==> config.mk <==
export PLATFORM = sky130hd
export DESIGN_NAME = prd_top
export DESIGN_NICKNAME = d
export VERILOG_FILES = /design/src/shared/prd_pkg.sv /design/src/shared/prd_chan_if.sv /design/src/design/prd_top.sv /design/src/design/prd_channel.sv
export SDC_FILE = /design/constraint.sdc
export NUM_CORES = 1
export LEC_CHECK = 0
export ABC_CLOCK_PERIOD_IN_PS = 2500
export BUFFER_PORTS_ARGS = -buffer_cell sky130_fd_sc_hd__buf_4
export CORE_MARGIN = 3
export CORE_UTILIZATION = 50
export CTS_CLUSTER_DIAMETER = 120
export DETAILED_ROUTE_END_ITERATION = 7
export MAX_ROUTING_LAYER = met4
export PLACE_DENSITY = 0.74
export SLEW_MARGIN = 5
export SYNTH_ARGS = -nofsm -noshare
export SYNTH_HDL_FRONTEND = slang
export SYNTH_HIERARCHICAL = 1
export SYNTH_SLANG_ARGS = --single-unit
==> constraint.sdc <==
create_clock -name CLK -period 2.5 [get_ports CLK]
set_input_delay 0.125 -clock CLK [delete_from_list [all_inputs] [get_ports CLK]]
set_output_delay 0.125 -clock CLK [all_outputs]
set_load 0.03 [all_outputs]
==> src/shared/prd_pkg.sv <==
package prd_pkg;

   // ------------------------------------------------------------
   // Geometry
   // ------------------------------------------------------------
   localparam int CHANNELS = 4;
   localparam int CNT_W = 10;
   localparam int PHASE_W = 6;
   localparam int FINE_W = 4;
   localparam int ADDR_W = 12;

   // ------------------------------------------------------------
   // Register indices (byte address is four times the index)
   // ------------------------------------------------------------
   localparam logic [9:0] IDX_PW0 = 10'h074;
   localparam logic [9:0] IDX_FR10 = 10'h075;
   localparam logic [9:0] IDX_PW1 = 10'h076;
   localparam logic [9:0] IDX_PW2 = 10'h077;
   localparam logic [9:0] IDX_FR32 = 10'h078;
   localparam logic [9:0] IDX_PW3 = 10'h079;
   localparam logic [9:0] IDX_COUNT = 10'h07A;

   // ------------------------------------------------------------
   // Field layout and reset values
   // ------------------------------------------------------------
   localparam logic [7:0] PW_RESET = 8'h80;
   localparam logic [7:0] FR_RESET = 8'h00;
   localparam int PW_INV_BIT = 6;
   localparam int FR_HI_LSB = 4;
   localparam logic PW_FIXED_ONE = 1'h1;
   localparam logic INV_RESET = PW_RESET[PW_INV_BIT];
   localparam logic [5:0] WEIGHT_RESET = PW_RESET[5:0];
   localparam logic [3:0] FINE_RESET = FR_RESET[3:0];

   // ------------------------------------------------------------
   // Counter and fine interval decode
   // ------------------------------------------------------------
   localparam logic [5:0] PHASE_MAX = 6'h3F;
   localparam logic [3:0] FINE_ALL = 4'hF;
   localparam logic [3:0] IV_SEL_B0 = 4'h8;
   localparam logic [2:0] IV_SEL_B1 = 3'h4;
   localparam logic [1:0] IV_SEL_B2 = 2'h2;

   // ------------------------------------------------------------
   // Bus responses
   // ------------------------------------------------------------
   localparam logic [1:0] RESP_OKAY = 2'h0;
   localparam logic [1:0] RESP_SLVERR = 2'h2;

endpackage

==> src/shared/prd_chan_if.sv <==
`timescale 1ns/1ns
// Settings and shared counter handed to one channel
interface prd_chan_if;
   logic [9:0] count;
   logic [5:0] weight;
   logic invert;
   logic [3:0] fine;
   modport gen (output count, output weight, output invert, output fine);
   modport chan (input count, input weight, input invert, input fine);
endinterface

==> src/design/prd_top.sv <==
`timescale 1ns/1ns
// Overview of operation
// - A selected interval gets its pulse lengthened by exactly one clock, base width unchanged.
// - Fine code 0001 picks interval 8, 0010 picks 4 and 12, 0100 picks 2,6,10,14, 1000 all odd ones.
// - Fine bits add up as a union of intervals and interval zero is never extended.
// - Weight and fine both zero keep the non-inverted output low all the time.
// - Full weight with all fine bits gives high in intervals 1 to 15 and one low clock in interval 0.
// - Weight and fine zero with inversion set drive the output steadily high.
// - Bit 7 of every pulse width register reads one and each resets to 80h.
// - Inversion bit 6 clear drives high during the pulse, set drives low during it.
// - Bits 5 to 0 of a pulse width register are the weight compared to the low counter bits.
// - Each fine register holds the odd channel in its upper nibble, the even one below, reset zero.
// - Weight is the upper six and fine the lower four bits of one ten-bit level.
// - One shared ten-bit counter steps every clock and never stops.
// - When the low six counter bits wrap to zero every active channel starts its pulse.
// - When the low six bits equal a channel's weight its pulse ends.
// - After reset every output pin is driven low.
module prd_top (
   input wire logic CLK,
   input wire logic RST_N,
   input wire logic [11:0] S_AXI_AWADDR,
   input wire logic S_AXI_AWVALID,
   output logic S_AXI_AWREADY,
   input wire logic [31:0] S_AXI_WDATA,
   input wire logic [3:0] S_AXI_WSTRB,
   input wire logic S_AXI_WVALID,
   output logic S_AXI_WREADY,
   output logic [1:0] S_AXI_BRESP,
   output logic S_AXI_BVALID,
   input wire logic S_AXI_BREADY,
   input wire logic [11:0] S_AXI_ARADDR,
   input wire logic S_AXI_ARVALID,
   output logic S_AXI_ARREADY,
   output logic [31:0] S_AXI_RDATA,
   output logic [1:0] S_AXI_RRESP,
   output logic S_AXI_RVALID,
   input wire logic S_AXI_RREADY,
   output logic [3:0] DAC_OUT
);

   // ------------------------------------------------------------
   // Channel settings and shared counter
   // ------------------------------------------------------------
   logic [9:0] count;
   logic [5:0] weight [prd_pkg::CHANNELS];
   logic invert [prd_pkg::CHANNELS];
   logic [3:0] fine [prd_pkg::CHANNELS];

   // ------------------------------------------------------------
   // Bus slave state
   // ------------------------------------------------------------
   logic aw_held;
   logic [9:0] aw_idx;
   logic w_held;
   logic [7:0] w_byte;
   logic w_lane;
   logic do_write;

   // ------------------------------------------------------------
   // Helpers
   // ------------------------------------------------------------
   function automatic logic is_pw(input logic [9:0] idx);
      is_pw = (idx == prd_pkg::IDX_PW0) || (idx == prd_pkg::IDX_PW1)
           || (idx == prd_pkg::IDX_PW2) || (idx == prd_pkg::IDX_PW3);
   endfunction

   function automatic logic is_mapped(input logic [9:0] idx);
      is_mapped = is_pw(idx) || (idx == prd_pkg::IDX_FR10)
               || (idx == prd_pkg::IDX_FR32) || (idx == prd_pkg::IDX_COUNT);
   endfunction

   // Pulse width byte with the fixed top bit
   function automatic logic [7:0] pw_byte(input logic inv, input logic [5:0] w);
      pw_byte = {prd_pkg::PW_FIXED_ONE, inv, w};
   endfunction

   function automatic logic [31:0] rd_value(input logic [9:0] idx);
      rd_value = 32'h0000_0000;
      unique case (idx)
         prd_pkg::IDX_PW0: begin
            rd_value[7:0] = pw_byte(invert[0], weight[0]);
         end
         prd_pkg::IDX_PW1: begin
            rd_value[7:0] = pw_byte(invert[1], weight[1]);
         end
         prd_pkg::IDX_PW2: begin
            rd_value[7:0] = pw_byte(invert[2], weight[2]);
         end
         prd_pkg::IDX_PW3: begin
            rd_value[7:0] = pw_byte(invert[3], weight[3]);
         end
         prd_pkg::IDX_FR10: begin
            rd_value[7:0] = {fine[1], fine[0]};
         end
         prd_pkg::IDX_FR32: begin
            rd_value[7:0] = {fine[3], fine[2]};
         end
         prd_pkg::IDX_COUNT: begin
            rd_value[9:0] = count;
         end
         default: begin
            rd_value = 32'h0000_0000;
         end
      endcase
   endfunction

   // ------------------------------------------------------------
   // Shared free-running counter
   // ------------------------------------------------------------
   // Never gated, so all channels stay phase locked
   always_ff @(posedge CLK or negedge RST_N) begin
      if (!RST_N) begin
         count <= 10'h000;
      end else begin
         count <= count + 10'h001;
      end
   end

   // ------------------------------------------------------------
   // Write address channel
   // ------------------------------------------------------------
   // Address parked until data also arrives; either may come first
   always_ff @(posedge CLK or negedge RST_N) begin
      if (!RST_N) begin
         S_AXI_AWREADY <= 1'b0;
         aw_held <= 1'b0;
         aw_idx <= 10'h000;
      end else if (S_AXI_AWREADY && S_AXI_AWVALID) begin
         S_AXI_AWREADY <= 1'b0;
         aw_held <= 1'b1;
         aw_idx <= S_AXI_AWADDR[11:2];
      end else if (do_write) begin
         aw_held <= 1'b0;
      end else if (!aw_held) begin
         S_AXI_AWREADY <= 1'b1;
      end
   end

   // ------------------------------------------------------------
   // Write data channel
   // ------------------------------------------------------------
   // Only byte lane 0 carries register data
   always_ff @(posedge CLK or negedge RST_N) begin
      if (!RST_N) begin
         S_AXI_WREADY <= 1'b0;
         w_held <= 1'b0;
         w_byte <= 8'h00;
         w_lane <= 1'b0;
      end else if (S_AXI_WREADY && S_AXI_WVALID) begin
         S_AXI_WREADY <= 1'b0;
         w_held <= 1'b1;
         w_byte <= S_AXI_WDATA[7:0];
         w_lane <= S_AXI_WSTRB[0];
      end else if (do_write) begin
         w_held <= 1'b0;
      end else if (!w_held) begin
         S_AXI_WREADY <= 1'b1;
      end
   end

   // Commit once both halves are in and the last answer is gone
   assign do_write = aw_held & w_held & ~S_AXI_BVALID;

   // ------------------------------------------------------------
   // Write response
   // ------------------------------------------------------------
   always_ff @(posedge CLK or negedge RST_N) begin
      if (!RST_N) begin
         S_AXI_BVALID <= 1'b0;
         S_AXI_BRESP <= prd_pkg::RESP_OKAY;
      end else if (do_write) begin
         S_AXI_BVALID <= 1'b1;
         S_AXI_BRESP <= is_mapped(aw_idx) ? prd_pkg::RESP_OKAY : prd_pkg::RESP_SLVERR;
      end else if (S_AXI_BREADY) begin
         S_AXI_BVALID <= 1'b0;
      end
   end

   // ------------------------------------------------------------
   // Register storage
   // ------------------------------------------------------------
   // Written bit 7 of a pulse width register is dropped; counter index is read only
   always_ff @(posedge CLK or negedge RST_N) begin
      if (!RST_N) begin
         for (int i = 0; i < prd_pkg::CHANNELS; i++) begin
            weight[i] <= prd_pkg::WEIGHT_RESET;
            invert[i] <= prd_pkg::INV_RESET;
            fine[i] <= prd_pkg::FINE_RESET;
         end
      end else if (do_write && w_lane) begin
         unique case (aw_idx)
            prd_pkg::IDX_PW0: begin
               invert[0] <= w_byte[prd_pkg::PW_INV_BIT];
               weight[0] <= w_byte[5:0];
            end
            prd_pkg::IDX_PW1: begin
               invert[1] <= w_byte[prd_pkg::PW_INV_BIT];
               weight[1] <= w_byte[5:0];
            end
            prd_pkg::IDX_PW2: begin
               invert[2] <= w_byte[prd_pkg::PW_INV_BIT];
               weight[2] <= w_byte[5:0];
            end
            prd_pkg::IDX_PW3: begin
               invert[3] <= w_byte[prd_pkg::PW_INV_BIT];
               weight[3] <= w_byte[5:0];
            end
            prd_pkg::IDX_FR10: begin
               fine[1] <= w_byte[7:prd_pkg::FR_HI_LSB];
               fine[0] <= w_byte[3:0];
            end
            prd_pkg::IDX_FR32: begin
               fine[3] <= w_byte[7:prd_pkg::FR_HI_LSB];
               fine[2] <= w_byte[3:0];
            end
            default: begin
            end
         endcase
      end
   end

   // ------------------------------------------------------------
   // Read channel
   // ------------------------------------------------------------
   // Data sampled at address accept; one read in flight at a time
   always_ff @(posedge CLK or negedge RST_N) begin
      if (!RST_N) begin
         S_AXI_ARREADY <= 1'b0;
         S_AXI_RVALID <= 1'b0;
         S_AXI_RDATA <= 32'h0000_0000;
         S_AXI_RRESP <= prd_pkg::RESP_OKAY;
      end else if (S_AXI_ARREADY && S_AXI_ARVALID) begin
         S_AXI_ARREADY <= 1'b0;
         S_AXI_RVALID <= 1'b1;
         S_AXI_RDATA <= rd_value(S_AXI_ARADDR[11:2]);
         S_AXI_RRESP <= is_mapped(S_AXI_ARADDR[11:2]) ? prd_pkg::RESP_OKAY : prd_pkg::RESP_SLVERR;
      end else if (S_AXI_RVALID && S_AXI_RREADY) begin
         S_AXI_RVALID <= 1'b0;
      end else if (!S_AXI_RVALID) begin
         S_AXI_ARREADY <= 1'b1;
      end
   end

   // ------------------------------------------------------------
   // Channels
   // ------------------------------------------------------------
   // Weight above fine forms the ten-bit level per channel
   for (genvar g = 0; g < prd_pkg::CHANNELS; g++) begin : gen_chan
      prd_chan_if cif ();

      assign cif.count = count;
      assign cif.weight = weight[g];
      assign cif.fine = fine[g];
      assign cif.invert = invert[g];

      prd_channel u_chan (
         .clk (CLK),
         .rst_n (RST_N),
         .ch (cif.chan),
         .pin (DAC_OUT[g])
      );
   end
endmodule

==> src/design/prd_channel.sv <==
`timescale 1ns/1ns
module prd_channel (
   input wire logic clk,
   input wire logic rst_n,
   prd_chan_if.chan ch,
   output logic pin
);

   // ------------------------------------------------------------
   // Interval and phase split of the shared counter
   // ------------------------------------------------------------
   logic [3:0] interval;
   logic [5:0] phase;
   logic fine_sel;
   logic active;
   logic next_pin;

   assign interval = ch.count[9:6];
   assign phase = ch.count[5:0];

   // Additive fine decode; interval 0 matches no term
   assign fine_sel = (ch.fine[0] & (interval == prd_pkg::IV_SEL_B0))
                   | (ch.fine[1] & (interval[2:0] == prd_pkg::IV_SEL_B1))
                   | (ch.fine[2] & (interval[1:0] == prd_pkg::IV_SEL_B2))
                   | (ch.fine[3] & interval[0]);

   // Pulse set at phase wrap, ends on weight match, one extra cycle when fine hits
   assign active = (phase < ch.weight)
                 | (fine_sel & (phase == ch.weight));

   // Polarity applied last so an idle inverted channel sits high
   assign next_pin = active ^ ch.invert;

   // ------------------------------------------------------------
   // Output flop, low from reset
   // ------------------------------------------------------------
   always_ff @(posedge clk or negedge rst_n) begin
      if (!rst_n) begin
         pin <= 1'b0;
      end else begin
         pin <= next_pin;
      end
   end
endmodule

* Yosys cells after proc, flatten, opt, wreduce, memory -nomap -nowiden
Cells that the tools add are included.
Word-level totals: register bits after elaboration 98, logic and storage cells 155, output and inout port bits 45, bits of input ports 67
Cells by class: reductions and logical operators 30, equal/unequal tests 27, bitwise logic cells 43, $add $sub $neg 1, mux-type cells 20, order comparisons 4
Operators with widths (number):
- $eq 10x7->1 const B | 14
- $pmux 8 s7 | 1
- $eq 6x6->1 | 4
- $lt 6x6->1 | 4
- $and 1x1->1 | 22
- $reduce_and 2->1 | 9
- $mux 1 | 16
- $or 1x1->1 | 16
- $logic_or 1x1->1 | 12
- $add 10x1->10 const B | 1
- $ne 2x1->1 const B | 5
- $reduce_bool 2->1 | 4
- $mux 2 | 3
- $logic_and 1x1->1 | 5
- $eq 4x4->1 const B | 1
- $xor 1x1->1 | 4
- $eq 3x3->1 const B | 1
- $eq 2x2->1 const B | 1
- $ne 2x2->1 const B | 1
- $not 1->1 | 1

* Logic depth before layout (Yosys ltp)
Gate-level depths: netlist of the first run.
depth in word-level cells 8, gate-level depth with buffers 6, gate-level depth less buffers 6

* Modules after synthesis
Netlist of the first run, hierarchy kept.
By module, submodules not included:
- prd_top | area each 4279.1 um2, sequential area each 2302.2 um2, cells an instance 349, times used 1
- prd_channel | area each 222.7 um2, sequential area each 25.0 um2, cells an instance 28, times used 4

* Worst setup path before layout of the first run
OpenSTA, ideal clock, no wires.
kind register to register, start point register aw_idx[7], end point register fine (netlist bit gen_chan[2].cif.fine[0]), arrival time 2.107 ns, required time 2.375 ns, stages on the path, launching flop included 5, setup slack 0.269 ns, library setup time 0.125 ns, cell sequence dfrtp_1 or4b_4 or4_4 nor3_4 mux2_2
Between the ends: longest elaborated chain between the ends 2
RTL lines:
- start: declaration | RTL line prd_top.sv:53 | logic [9:0] aw_idx;
- start signal: assignment | RTL line prd_top.sv:131 | aw_idx <= S_AXI_AWADDR[11:2];
- $eq 10x7->1 | RTL line prd_top.sv:191 | unique case (aw_idx)
- $reduce_and 2->1 (no line)
- end signal: indexed assignment | RTL line prd_top.sv:188 | fine[i] <= prd_pkg::FINE_RESET;
- end: declaration | RTL line prd_top.sv:47 | logic [3:0] fine [prd_pkg::CHANNELS];
Every way passes these cells. A chain may end at the register's enable or synchronous reset.

* Worst setup path after layout of the first run
start point register aw_idx[9], end point register weight (netlist bit gen_chan[3].cif.weight[3])
Between the ends: longest elaborated chain between the ends 2
RTL lines:
- $eq 10x7->1 | RTL line prd_top.sv:191
- $reduce_and 2->1 (no line)
- end signal: indexed assignment | RTL line prd_top.sv:186 | weight[i] <= prd_pkg::WEIGHT_RESET;
- end: declaration | RTL line prd_top.sv:45 | logic [5:0] weight [prd_pkg::CHANNELS];
Every way passes these cells.

==> results of run 1 <==
synth_stat cells, types with 5 or more instances:
master / instances / area share (%)
sky130_fd_sc_hd__nand3_1: 9 / 0.87
sky130_fd_sc_hd__buf_4: 24 / 3.5
sky130_fd_sc_hd__o21ai_0: 13 / 1.3
sky130_fd_sc_hd__o32ai_1: 6 / 1.0
sky130_fd_sc_hd__mux2i_1: 14 / 2.7
sky130_fd_sc_hd__nand2b_1: 10 / 1.2
sky130_fd_sc_hd__nand2_1: 20 / 1.5
sky130_fd_sc_hd__xnor2_1: 6 / 1.0
sky130_fd_sc_hd__a21oi_1: 19 / 1.8
sky130_fd_sc_hd__nand4_1: 5 / 0.61
sky130_fd_sc_hd__inv_1: 41 / 3.0
sky130_fd_sc_hd__dfrtp_1: 96 / 46
sky130_fd_sc_hd__nor2_1: 16 / 1.2
sky130_fd_sc_hd__clkbuf_1: 9 / 0.65
sky130_fd_sc_hd__ha_1: 25 / 6.1
sky130_fd_sc_hd__xor2_1: 6 / 1.0
sky130_fd_sc_hd__o2bb2ai_1: 5 / 0.85
sky130_fd_sc_hd__mux2_2: 67 / 15
worst paths after layout:
kind                                                    endpoint  cells after the start
setup / recovery           gen_chan[3].cif.weight[3]$_DFFE_PN0P_                      4
hold / removal                        S_AXI_RRESP[1]$_DFFE_PN0P_                      3
setup reg to reg           gen_chan[3].cif.weight[3]$_DFFE_PN0P_                      4
hold reg to reg                       S_AXI_RDATA[0]$_DFFE_PN0P_                      2
max in group asynchronous  gen_chan[3].cif.weight[3]$_DFFE_PN0P_                      3
min in group asynchronous             S_AXI_RDATA[1]$_DFFE_PN0P_                      2
final cells by class:
type                    instances  area share, %
clock buffers                   9           2.04
well taps                     133           2.73
flip-flops and latches         96           39.5
repair buffers                 83           11.4
clock inverters                 6           1.15
multi-input cells             311           40.7
inverters                      41           2.53
cell families after synthesis:
family / after synthesis
mux: 81
simple gates: 98
buf+inv: 77
compound gates: 71
flops: 96
fa+ha+maj: 25
other cells: 1
xor+xnor: 12
sequential cells by signal, indices dropped and copies added, names as in the netlist:
register,cells
S_AXI_WREADY,1
gen_chan.cif.invert,4
S_AXI_BRESP,1
S_AXI_RRESP,1
gen_chan.u_chan/pin,4
w_lane,1
S_AXI_RVALID,1
S_AXI_BVALID,1
aw_held,1
S_AXI_RDATA,10
gen_chan.cif.fine,16
S_AXI_ARREADY,1
gen_chan.cif.weight,24
count,10
aw_idx,10
S_AXI_AWREADY,1
w_byte,8
w_held,1
stage by stage:
stage / worst slack, ns / cells / hold WS [ns] / utilization, % / area [µm²]
4_1_cts: 0.104 / 679 / 0.0240 / 61.4 / 6080
3_5_place_dp: 0.129 / 641 / 0.128 / 57.1 / 5660
5_1_grt: 0.0419 / 679 / 0.0614 / 61.4 / 6080
2_1_floorplan: 0.269 / 484 / -0.171 / - / 5260
3_3_place_gp: 0.183 / 641 / 0.120 / 57.1 / 5660
6_report: 0.119 / 679 / 0.0335 / 61.4 / 6080
critical path, stage by stage, from the launching register on:
cell and delay [ns]:
sky130_fd_sc_hd__dfrtp_1 0.40, sky130_fd_sc_hd__or4b_4 0.53, sky130_fd_sc_hd__or4_4 0.54, sky130_fd_sc_hd__nor3_4 0.41, sky130_fd_sc_hd__mux2_2 0.38
power by group through the flow:
stage               sequential, mW  clock (mW)  combinational (mW)
floorplan                     2.05           0               0.518
global placement              2.08           0               0.758
detailed placement            2.09           0               0.788
CTS                           2.06        1.05               0.818
global route                  2.10        1.10               0.882
finish                        2.06        1.02               0.812
layer usage:
metal	wire, µm	share of wire, %	vias up	global-route usage, %
li1	-	-	1753	-
met1	5210	43	1799	28.7
met2	5610	46	133	34.5
met3	776	6.4	35	3.48
met4	494	4.1	0	11.0
met5	0	0	-	-
==> results.toml, run 1 <==
[sta]
worstMarginPinSlew_ns = 0.528
slew-limit-headroom_pct = 64.8
setup_viol = 0
number_of_hold_violations_in_the_final_report = 0
min_period_over_period_pct = 95.3
period_minus_slack_ns = 2.38
max_freq_mhz = 420
setup_tns_ns = 0
finClkSkew_ns = 0.0113
grt_setup_unrepaired = "false"
finalMaxSlewViolations = 0

[layout]
layout.cells.most_common_list = "96 x sky130_fd_sc_hd__dfrtp_1, 67 x sky130_fd_sc_hd__mux2_2, 59 x sky130_fd_sc_hd__buf_4"
number_of_nets_in_the_layout = 634
mostFrequentLayoutCell = "sky130_fd_sc_hd__dfrtp_1"
area_growth_syn_to_layout_pct = 17.7
drive_gt1_share_pct = 27.1
n_antenna_cell = 0
fillers = 826
seq_cell_area_um2 = 2400
multi_input_comb_area_um2 = 2470

[power_and_ir_drop]
power.ir.vdd_worst_mv = 0.563
power.total_mw = 3.89
total_switching_power_mw = 1.27
power.static_leakage_nw = 2.93
power.density_nw_per_um2 = 640
power.share.sequential_pct = 53.0
clockPowerShare_pct = 26.1
p_sw_share_pct = 32.6
p_int_mw = 2.62
fraction_of_power_consumed_by_combinational_cells_pct = 20.9

[global_routing]
grt_remaining_overflow = 0
grtUsageTotal_pct = 22.3
wire_length_of_the_first_global_routing_pass_um = 19500
grt_max_degree = 59
number_of_global_route_vias_before_repair = 3736
grt_antenna_before_repair = 0

[synthesis]
yosys-mux-area-fraction_pct = 17.3
ys_types = 49
synth_xor_area_share_pct = 2.03
ys_async_sr_fraction_pct = 100
synth-adder-area-share_pct = 6.05
largest_family_of_logic_cells_by_synthesized_area = "multiplexers"
synth_edf_count = 0
netlist_instances = 461
yosys_synthesis_warning_count = 6
syn_area_per_cell_um2 = 11.2
synth_simple_gate_area_share_pct = 11.5
syn_area_um2 = 5170
compound_gate_portion_of_the_synthesized_area_pct = 9.27
synth_seq_area_share_pct = 46.5
yosys_reg_bits = 96
synthFlopType = "sky130_fd_sc_hd__dfrtp_1"

[die]
die_width_um = 108
num_io_pins = 112
core_region_area_um2 = 9910
start_util_pct = 52.2
num_rows = 36
fp.dieArea_um2 = 11600
die-height_um = 108

[drt]
post_drt_via_cell_ratio = 5.48
drt_iter0_markers = 173
wl_um = 12100
dr.pass1.iters = 4
postRouteAntennaNets = 0
route.vias.total = 3720
drt-wirelength-per-cell_um = 17.8
drc_errors = 0

[clocking]
clock-sinks = 96
path_clk_slew_ns = 0.10
cts_root_buf = "sky130_fd_sc_hd__clkbuf_8"
clk_path_buf_depth = 2
post_cts_resized = 0
cts.htree.levels = 3
tritoncts_clock_tree = "built"
numCtsBuffers = 9
cts-hold-fix-buffers = 23
worst_skew_pair.late_latency_ns = 0.37
post_cts_buffers = 0

[run_status]
status = "finished clean"

[min_path]
hold_path_startpoint = "S_AXI_ARVALID"
timing.hold.worst.class = "in2reg"

[setup_path]
critical_path_peak_fanout = 7
crit_path_end_kind = "register"
critPathRequiredTime_ns = 2.75
timing.reg2reg.setup_slack_ns = 0.12
crit_start = "aw_idx[9]$_DFFE_PN0P_"
cp.arrival_ns = 2.63
critical_path_class = "reg2reg"
timing.rr.start = "aw_idx[9]$_DFFE_PN0P_"
start_kind = "register"

[run]
drv.max_cap_violation_count = 0

[place]
routabilityCongestion = 0.977
place.detailed.hpwl_um = 8800
port_buffers = 56
Note: power is estimated with default switching activity, not from simulation.
==> run 2, diff against run 1 <==
ABC_CLOCK_PERIOD_IN_PS = 3000   (was 2500)
CTS_BUF_LIST = sky130_fd_sc_hd__clkbuf_4 sky130_fd_sc_hd__clkbuf_8 sky130_fd_sc_hd__clkbuf_16   (was unset)
HOLD_SLACK_MARGIN = 0.05   (was unset)
clock period = 3 ns   (was 2.5 ns; I/O delays follow)
==> run 2 against run 1 <==
  * Utilization up 0.25 points
  * Setup slack better by 0.40 ns
  * Clock power fell by 6%
  * Final cell count did not move
  * Global-route usage shrank 0.29 points
  * Wire length decreased by 0.74%
  * Non-clock buffer count unchanged
  * Design area is 0.41% higher
  * Sequential cell count is the same
  * Count of clock-buffer cells in the layout up 2
  * Critical path depth is the same
  * Critical path type unchanged
  * Critical endpoint is now gen_chan[2].cif.fine[0]$_DFFE_PN0P_
  * Largest cell class unchanged
  * Highest routed layer unchanged
==> results.toml, run 2 (synthesis results as in run 1) <==
[die]
start_util_pct = 52.2
die-height_um = 108
num_rows = 36
fp.dieArea_um2 = 11600
num_io_pins = 112
core_region_area_um2 = 9910
die_width_um = 108

[power_and_ir_drop]
p_int_mw = 2.31
clockPowerShare_pct = 28.8
power.static_leakage_nw = 2.95
power.ir.vdd_worst_mv = 0.523
power.total_mw = 3.34
p_sw_share_pct = 30.8
fraction_of_power_consumed_by_combinational_cells_pct = 20.2
total_switching_power_mw = 1.03
power.density_nw_per_um2 = 547
power.share.sequential_pct = 51.0

[clocking]
cts.htree.levels = 3
numCtsBuffers = 9
clock-sinks = 96
clk_path_buf_depth = 2
cts_root_buf = "sky130_fd_sc_hd__clkbuf_8"
post_cts_buffers = 0
path_clk_slew_ns = 0.09
tritoncts_clock_tree = "built"
worst_skew_pair.late_latency_ns = 0.36

[global_routing]
grt_max_degree = 35
number_of_global_route_vias_before_repair = 3761
grt_remaining_overflow = 0
wire_length_of_the_first_global_routing_pass_um = 19200
grt_antenna_before_repair = 0
grtUsageTotal_pct = 22.0

[place]
port_buffers = 56
place.detailed.hpwl_um = 8620
post_dp_area_um2 = 5640
post-place-cells = 640
routabilityCongestion = 0.964

[layout]
n_antenna_cell = 0
layout.cells.most_common_list = "96 x sky130_fd_sc_hd__dfrtp_1, 67 x sky130_fd_sc_hd__mux2_2, 59 x sky130_fd_sc_hd__buf_4"
drive_gt1_share_pct = 26.9
area_growth_syn_to_layout_pct = 18.2
mostFrequentLayoutCell = "sky130_fd_sc_hd__dfrtp_1"
number_of_nets_in_the_layout = 634
layout_top_registers = "gen_chan.cif.weight: 24 flops, gen_chan.cif.fine: 16 flops"
area_of_all_placed_cells_without_fillers_um2 = 6110
largest_register_ffs = 24
fillers = 775
registers.top_by_ff_count = "gen_chan.cif.weight"
instances_no_fill = 679

[setup_path]
start_kind = "register"
critPathRequiredTime_ns = 3.24
crit_path_end_kind = "register"
cp.arrival_ns = 2.72
critical_path_peak_fanout = 8
critical_path_class = "reg2reg"

[sta]
max_freq_mhz = 403
finClkSkew_ns = 0.0134
number_of_hold_violations_in_the_final_report = 0
slew-limit-headroom_pct = 42.6
period_minus_slack_ns = 2.48
setup_tns_ns = 0
min_period_over_period_pct = 82.7
setup_viol = 0
timing.hold.ws_ns = 0.201
finalMaxSlewViolations = 0
worstMarginPinSlew_ns = 0.860
grt_setup_unrepaired = "false"

[drt]
route.vias.total = 3755
post_drt_via_cell_ratio = 5.53
drc_errors = 0
wl_um = 12000
dr.pass1.iters = 4
drt_iter0_markers = 293
drt-wirelength-per-cell_um = 17.7
postRouteAntennaNets = 0

[min_path]
timing.hold.worst.class = "in2reg"

[run]
drv.max_cap_violation_count = 0

[run_status]
status = "finished clean"
==> run 2: path summary, 6_finish.rpt <==
kind | startpoint | to | slack [ns] | cells past startpoint
worst min-delay path | S_AXI_ARADDR[3] | S_AXI_RDATA[2]$_DFFE_PN0P_ | 0.20 | 3
min in group asynchronous | RST_N | count[8]$_DFF_PN0_ | 0.25 | 2
max in group asynchronous | RST_N | gen_chan[2].cif.weight[5]$_DFFE_PN0P_ | 1.97 | 3
worst min register to register | S_AXI_RDATA[0]$_DFFE_PN0P_ | S_AXI_RDATA[0]$_DFFE_PN0P_ | 0.49 | 2
worst max-delay path | aw_idx[7]$_DFFE_PN0P_ | gen_chan[2].cif.fine[0]$_DFFE_PN0P_ | 0.52 | 4
worst max register to register | aw_idx[7]$_DFFE_PN0P_ | gen_chan[2].cif.fine[0]$_DFFE_PN0P_ | 0.52 | 4
==> run 2: repair_timing <==
action	CTS	global route
hold buffers	24	0
endpoints found under the hold margin	53	0
gates resized for setup	0	0
endpoints found under the setup margin	0	0
==> run 2: final cells by class <==
| cell class | instances | area [µm²] | share of cell area (%) |
|---|---|---|---|
| sequential | 96 | 2400 | 39.3 |
| inverter | 41 | 154 | 2.52 |
| multi-input combinational | 311 | 2470 | 40.5 |
| clock buffer | 11 | 151 | 2.48 |
| clock inverter | 4 | 77.6 | 1.27 |
| tap | 133 | 166 | 2.72 |
| timing repair buffer | 83 | 683 | 11.2 |
==> run 2: metrics by stage <==
| step | util [%] | setup slack, ns |
|---|---|---|
| detailed placement | 56.9 | 0.554 |
| floorplan | - | 0.769 |
| global placement | 56.9 | 0.595 |
| CTS | 61.7 | 0.528 |
| global route | 61.7 | 0.439 |
| finish | 61.7 | 0.520 |
==> run 2: power groups by stage <==
stage / combinational, mW / clock, mW / sequential, mW
2_1_floorplan: 0.431 / 0 / 1.70
5_1_grt: 0.742 / 1.03 / 1.74
3_5_place_dp: 0.654 / 0 / 1.73
3_3_place_gp: 0.627 / 0 / 1.71
6_report: 0.676 / 0.962 / 1.70
4_1_cts: 0.680 / 0.983 / 1.70
==> run 2: critical path, cell delays in order, from the launching register on <==
cell and delay, ns:
sky130_fd_sc_hd__dfrtp_1 0.38, sky130_fd_sc_hd__or4b_4 0.54, sky130_fd_sc_hd__or4_4 0.54, sky130_fd_sc_hd__nor3_4 0.50, sky130_fd_sc_hd__mux2_2 0.40
==> run 2: per-layer routing <==
| metal | track usage (%) | up-vias | routed length (µm) |
|---|---|---|---|
| met5 | - | - | 0 |
| met4 | 8.84 | 0 | 349 |
| met3 | 3.24 | 31 | 751 |
| met2 | 34.1 | 154 | 5630 |
| met1 | 29.3 | 1820 | 5270 |
| li1 | - | 1750 | - |
==> run 3, diff against run 2 <==
ABC_CLOCK_PERIOD_IN_PS = 2100   (was 3000)
PLACE_DENSITY = 0.77   (was 0.74)
clock period = 2.1 ns   (was 3 ns; I/O delays follow)
==> run 3 against run 2 <==
  * Register-to-register slack got worse by 0.61 ns
  * Largest power group unchanged
  * The flow now finishes with violations (setup timing)
  * Wire length decreased by 0.58%
  * Die area unchanged
  * Worst hold slack got worse by 0.055 ns
  * Sequential power increased by 44%
  * Design area increased by 3.1%
  * Via count increased by 2.6%
  * Non-clock buffer count increased by 12
  * Critical path depth increased by 1
  * Sequential share of layout area decreased by 1.2 points
==> results.toml, run 3 (synthesis results as in run 1) <==
[min_path]
timing.hold.worst.class = "in2reg"
number_of_cells_on_the_worst_hold_path = 3
hold_end = "S_AXI_RDATA[5]$_DFFE_PN0P_"
hold_path_startpoint = "S_AXI_ARADDR[3]"

[layout]
largest_register_ffs = 24
drive_gt1_share_pct = 29.2
mostFrequentLayoutCell = "sky130_fd_sc_hd__dfrtp_1"
layout.cells.most_common_list = "95 x sky130_fd_sc_hd__dfrtp_1, 66 x sky130_fd_sc_hd__buf_4, 52 x sky130_fd_sc_hd__mux2_2"
number_of_nets_in_the_layout = 646
final_core_utilization_pct = 63.6
registers.top_by_ff_count = "gen_chan.cif.weight"
layout_top_registers = "gen_chan.cif.weight: 24 flops, gen_chan.cif.fine: 16 flops"
area_growth_syn_to_layout_pct = 21.8
instances_no_fill = 692
fillers = 789
n_antenna_cell = 0

[drt]
wl_um = 11900
drt-wirelength-per-cell_um = 17.2
post_drt_via_cell_ratio = 5.57
drt_iter0_markers = 198
dr.pass1.iters = 7
met3_length_um = 824
highest-signal-layer = "met4"
route.vias.total = 3853
drc_errors = 0
post_route_met1_wirelength_um = 5030
met2WireLength_um = 5670
postRouteAntennaNets = 0

[setup_path]
cpMaxStageDelayCell = "sky130_fd_sc_hd__or4b_4"
critical_path_peak_fanout = 7
worst_path_largest_cell_delay_ns = 0.54
critPathTopFamily = "simple AND/OR/NAND/NOR gates"
regToRegEndpoint = "gen_chan[3].cif.weight[2]$_DFFE_PN0P_"
worst-r2r-cell-count = 5
start_kind = "register"
crit_chain = "or4b_4 -> or4_4 -> nor3_4 -> buf_12 -> mux2_4"
cp.arrival_ns = 2.44
crit_path_end_kind = "register"
critical_path_class = "reg2reg"
critical_path.n_buffers_inverters = 1
timing.rr.start = "aw_idx[7]$_DFFE_PN0P_"
timing.reg2reg.setup_slack_ns = -0.09
critPathRequiredTime_ns = 2.35

[place]
routabilityCongestion = 0.926
place.detailed.hpwl_um = 8640
port_buffers = 56
post-place-cells = 652

[clocking]
tritoncts_clock_tree = "built"
path_clk_slew_ns = 0.10
numCtsBuffers = 9
clock-sinks = 96
clk_path_buf_depth = 2
cts.htree.levels = 3
post_cts_buffers = 0
worst_skew_pair.late_latency_ns = 0.37
cts_root_buf = "sky130_fd_sc_hd__clkbuf_8"

[power_and_ir_drop]
power.ir.vdd_worst_mv = 0.559
power.static_leakage_nw = 3.03
power.total_mw = 4.67
power.density_nw_per_um2 = 741

[sta]
number_of_hold_violations_in_the_final_report = 0
period_minus_slack_ns = 2.19
worstMarginPinSlew_ns = 0.560
finClkSkew_ns = 0.0120
setup_viol = 29
finalMaxSlewViolations = 0
max_freq_mhz = 456
setup_tns_ns = -1.20
slew-limit-headroom_pct = 62.7
grt_setup_unrepaired = "true"
postLayoutSetupSlackWorst_ns = -0.0940
min_period_over_period_pct = 104

[global_routing]
wire_length_of_the_first_global_routing_pass_um = 19300
grtUsageTotal_pct = 22.1
number_of_global_route_vias_before_repair = 3811
grt_antenna_before_repair = 0
grt_remaining_overflow = 0
grt_max_degree = 43

[die]
num_rows = 36
start_util_pct = 52.2
fp.dieArea_um2 = 11600
core_region_area_um2 = 9910
die-height_um = 108
die_width_um = 108
num_io_pins = 112

[run]
drv.max_cap_violation_count = 0

[run_status]
failed_checks = "setup timing"
status = "finished, violations left"
==> run 3: final cells by class <==
cell class                 count  area, µm²  share of cell area [%]
clock buffer                  10        131                    2.09
tap                          133        166                    2.64
clock inverter                 6       66.3                    1.05
timing repair buffer          95        836                    13.3
multi-input combinational    311       2540                    40.3
sequential                    96       2400                    38.2
inverter                      41        154                    2.44
==> run 3: power breakdown <==
group | internal, mW | leakage, nW | switching (mW)
combinational | 0.471 | 1.67 | 0.521
clock | 0.571 | 0.104 | 0.658
sequential | 2.12 | 1.26 | 0.324
total | 3.16 | 3.03 | 1.50
==> run 3: what timing repair did <==
| action | 4_1_cts | 5_1_grt |
|---|---|---|
| resized for setup | 8 | 9 |
| setup endpoints to repair | 25 | 45 |
| hold endpoints to repair | 58 | 0 |
| cloned | 0 | 0 |
| pin swaps | 2 | 2 |
| hold buffers | 24 | 0 |
==> run 3: worst max-delay path by stage <==
stage | from | to | slack (ns) | cells after the start
floorplan | aw_idx[7]$_DFFE_PN0P_ | gen_chan[2].cif.fine[0]$_DFFE_PN0P_ | -0.09 | 4
global placement | aw_idx[7]$_DFFE_PN0P_ | gen_chan[3].cif.fine[1]$_DFFE_PN0P_ | -0.08 | 5
detailed placement | aw_idx[7]$_DFFE_PN0P_ | gen_chan[3].cif.fine[1]$_DFFE_PN0P_ | -0.11 | 5
CTS | aw_idx[7]$_DFFE_PN0P_ | gen_chan[2].cif.fine[2]$_DFFE_PN0P_ | -0.13 | 5
global route | aw_idx[7]$_DFFE_PN0P_ | gen_chan[3].cif.invert$_DFFE_PN0P_ | -0.13 | 5
finish | aw_idx[7]$_DFFE_PN0P_ | gen_chan[3].cif.weight[2]$_DFFE_PN0P_ | -0.09 | 5
==> run 3: worst reg2reg max path: stages (launching register included) <==
cell	delay [ns]
sky130_fd_sc_hd__dfrtp_1	0.39
sky130_fd_sc_hd__or4b_4	0.54
sky130_fd_sc_hd__or4_4	0.47
sky130_fd_sc_hd__nor3_4	0.22
sky130_fd_sc_hd__buf_12	0.16
sky130_fd_sc_hd__mux2_4	0.30
==> run 3: metal layers <==
metal | vias up | track usage [%]
met5 | - | -
met4 | 0 | 10.5
met3 | 34 | 3.90
met2 | 164 | 33.7
met1 | 1872 | 28.7
li1 | 1783 | -
==> run 3: through the flow <==
stage | setup slack (ns) | cell area (µm²) | hold WS, ns
2_1_floorplan | -0.0851 | 5260 | -0.191
3_3_place_gp | -0.0842 | 5800 | 0.0965
3_5_place_dp | -0.114 | 5800 | 0.105
4_1_cts | -0.128 | 6260 | 0.127
5_1_grt | -0.132 | 6300 | 0.150
6_report | -0.0940 | 6300 | 0.147
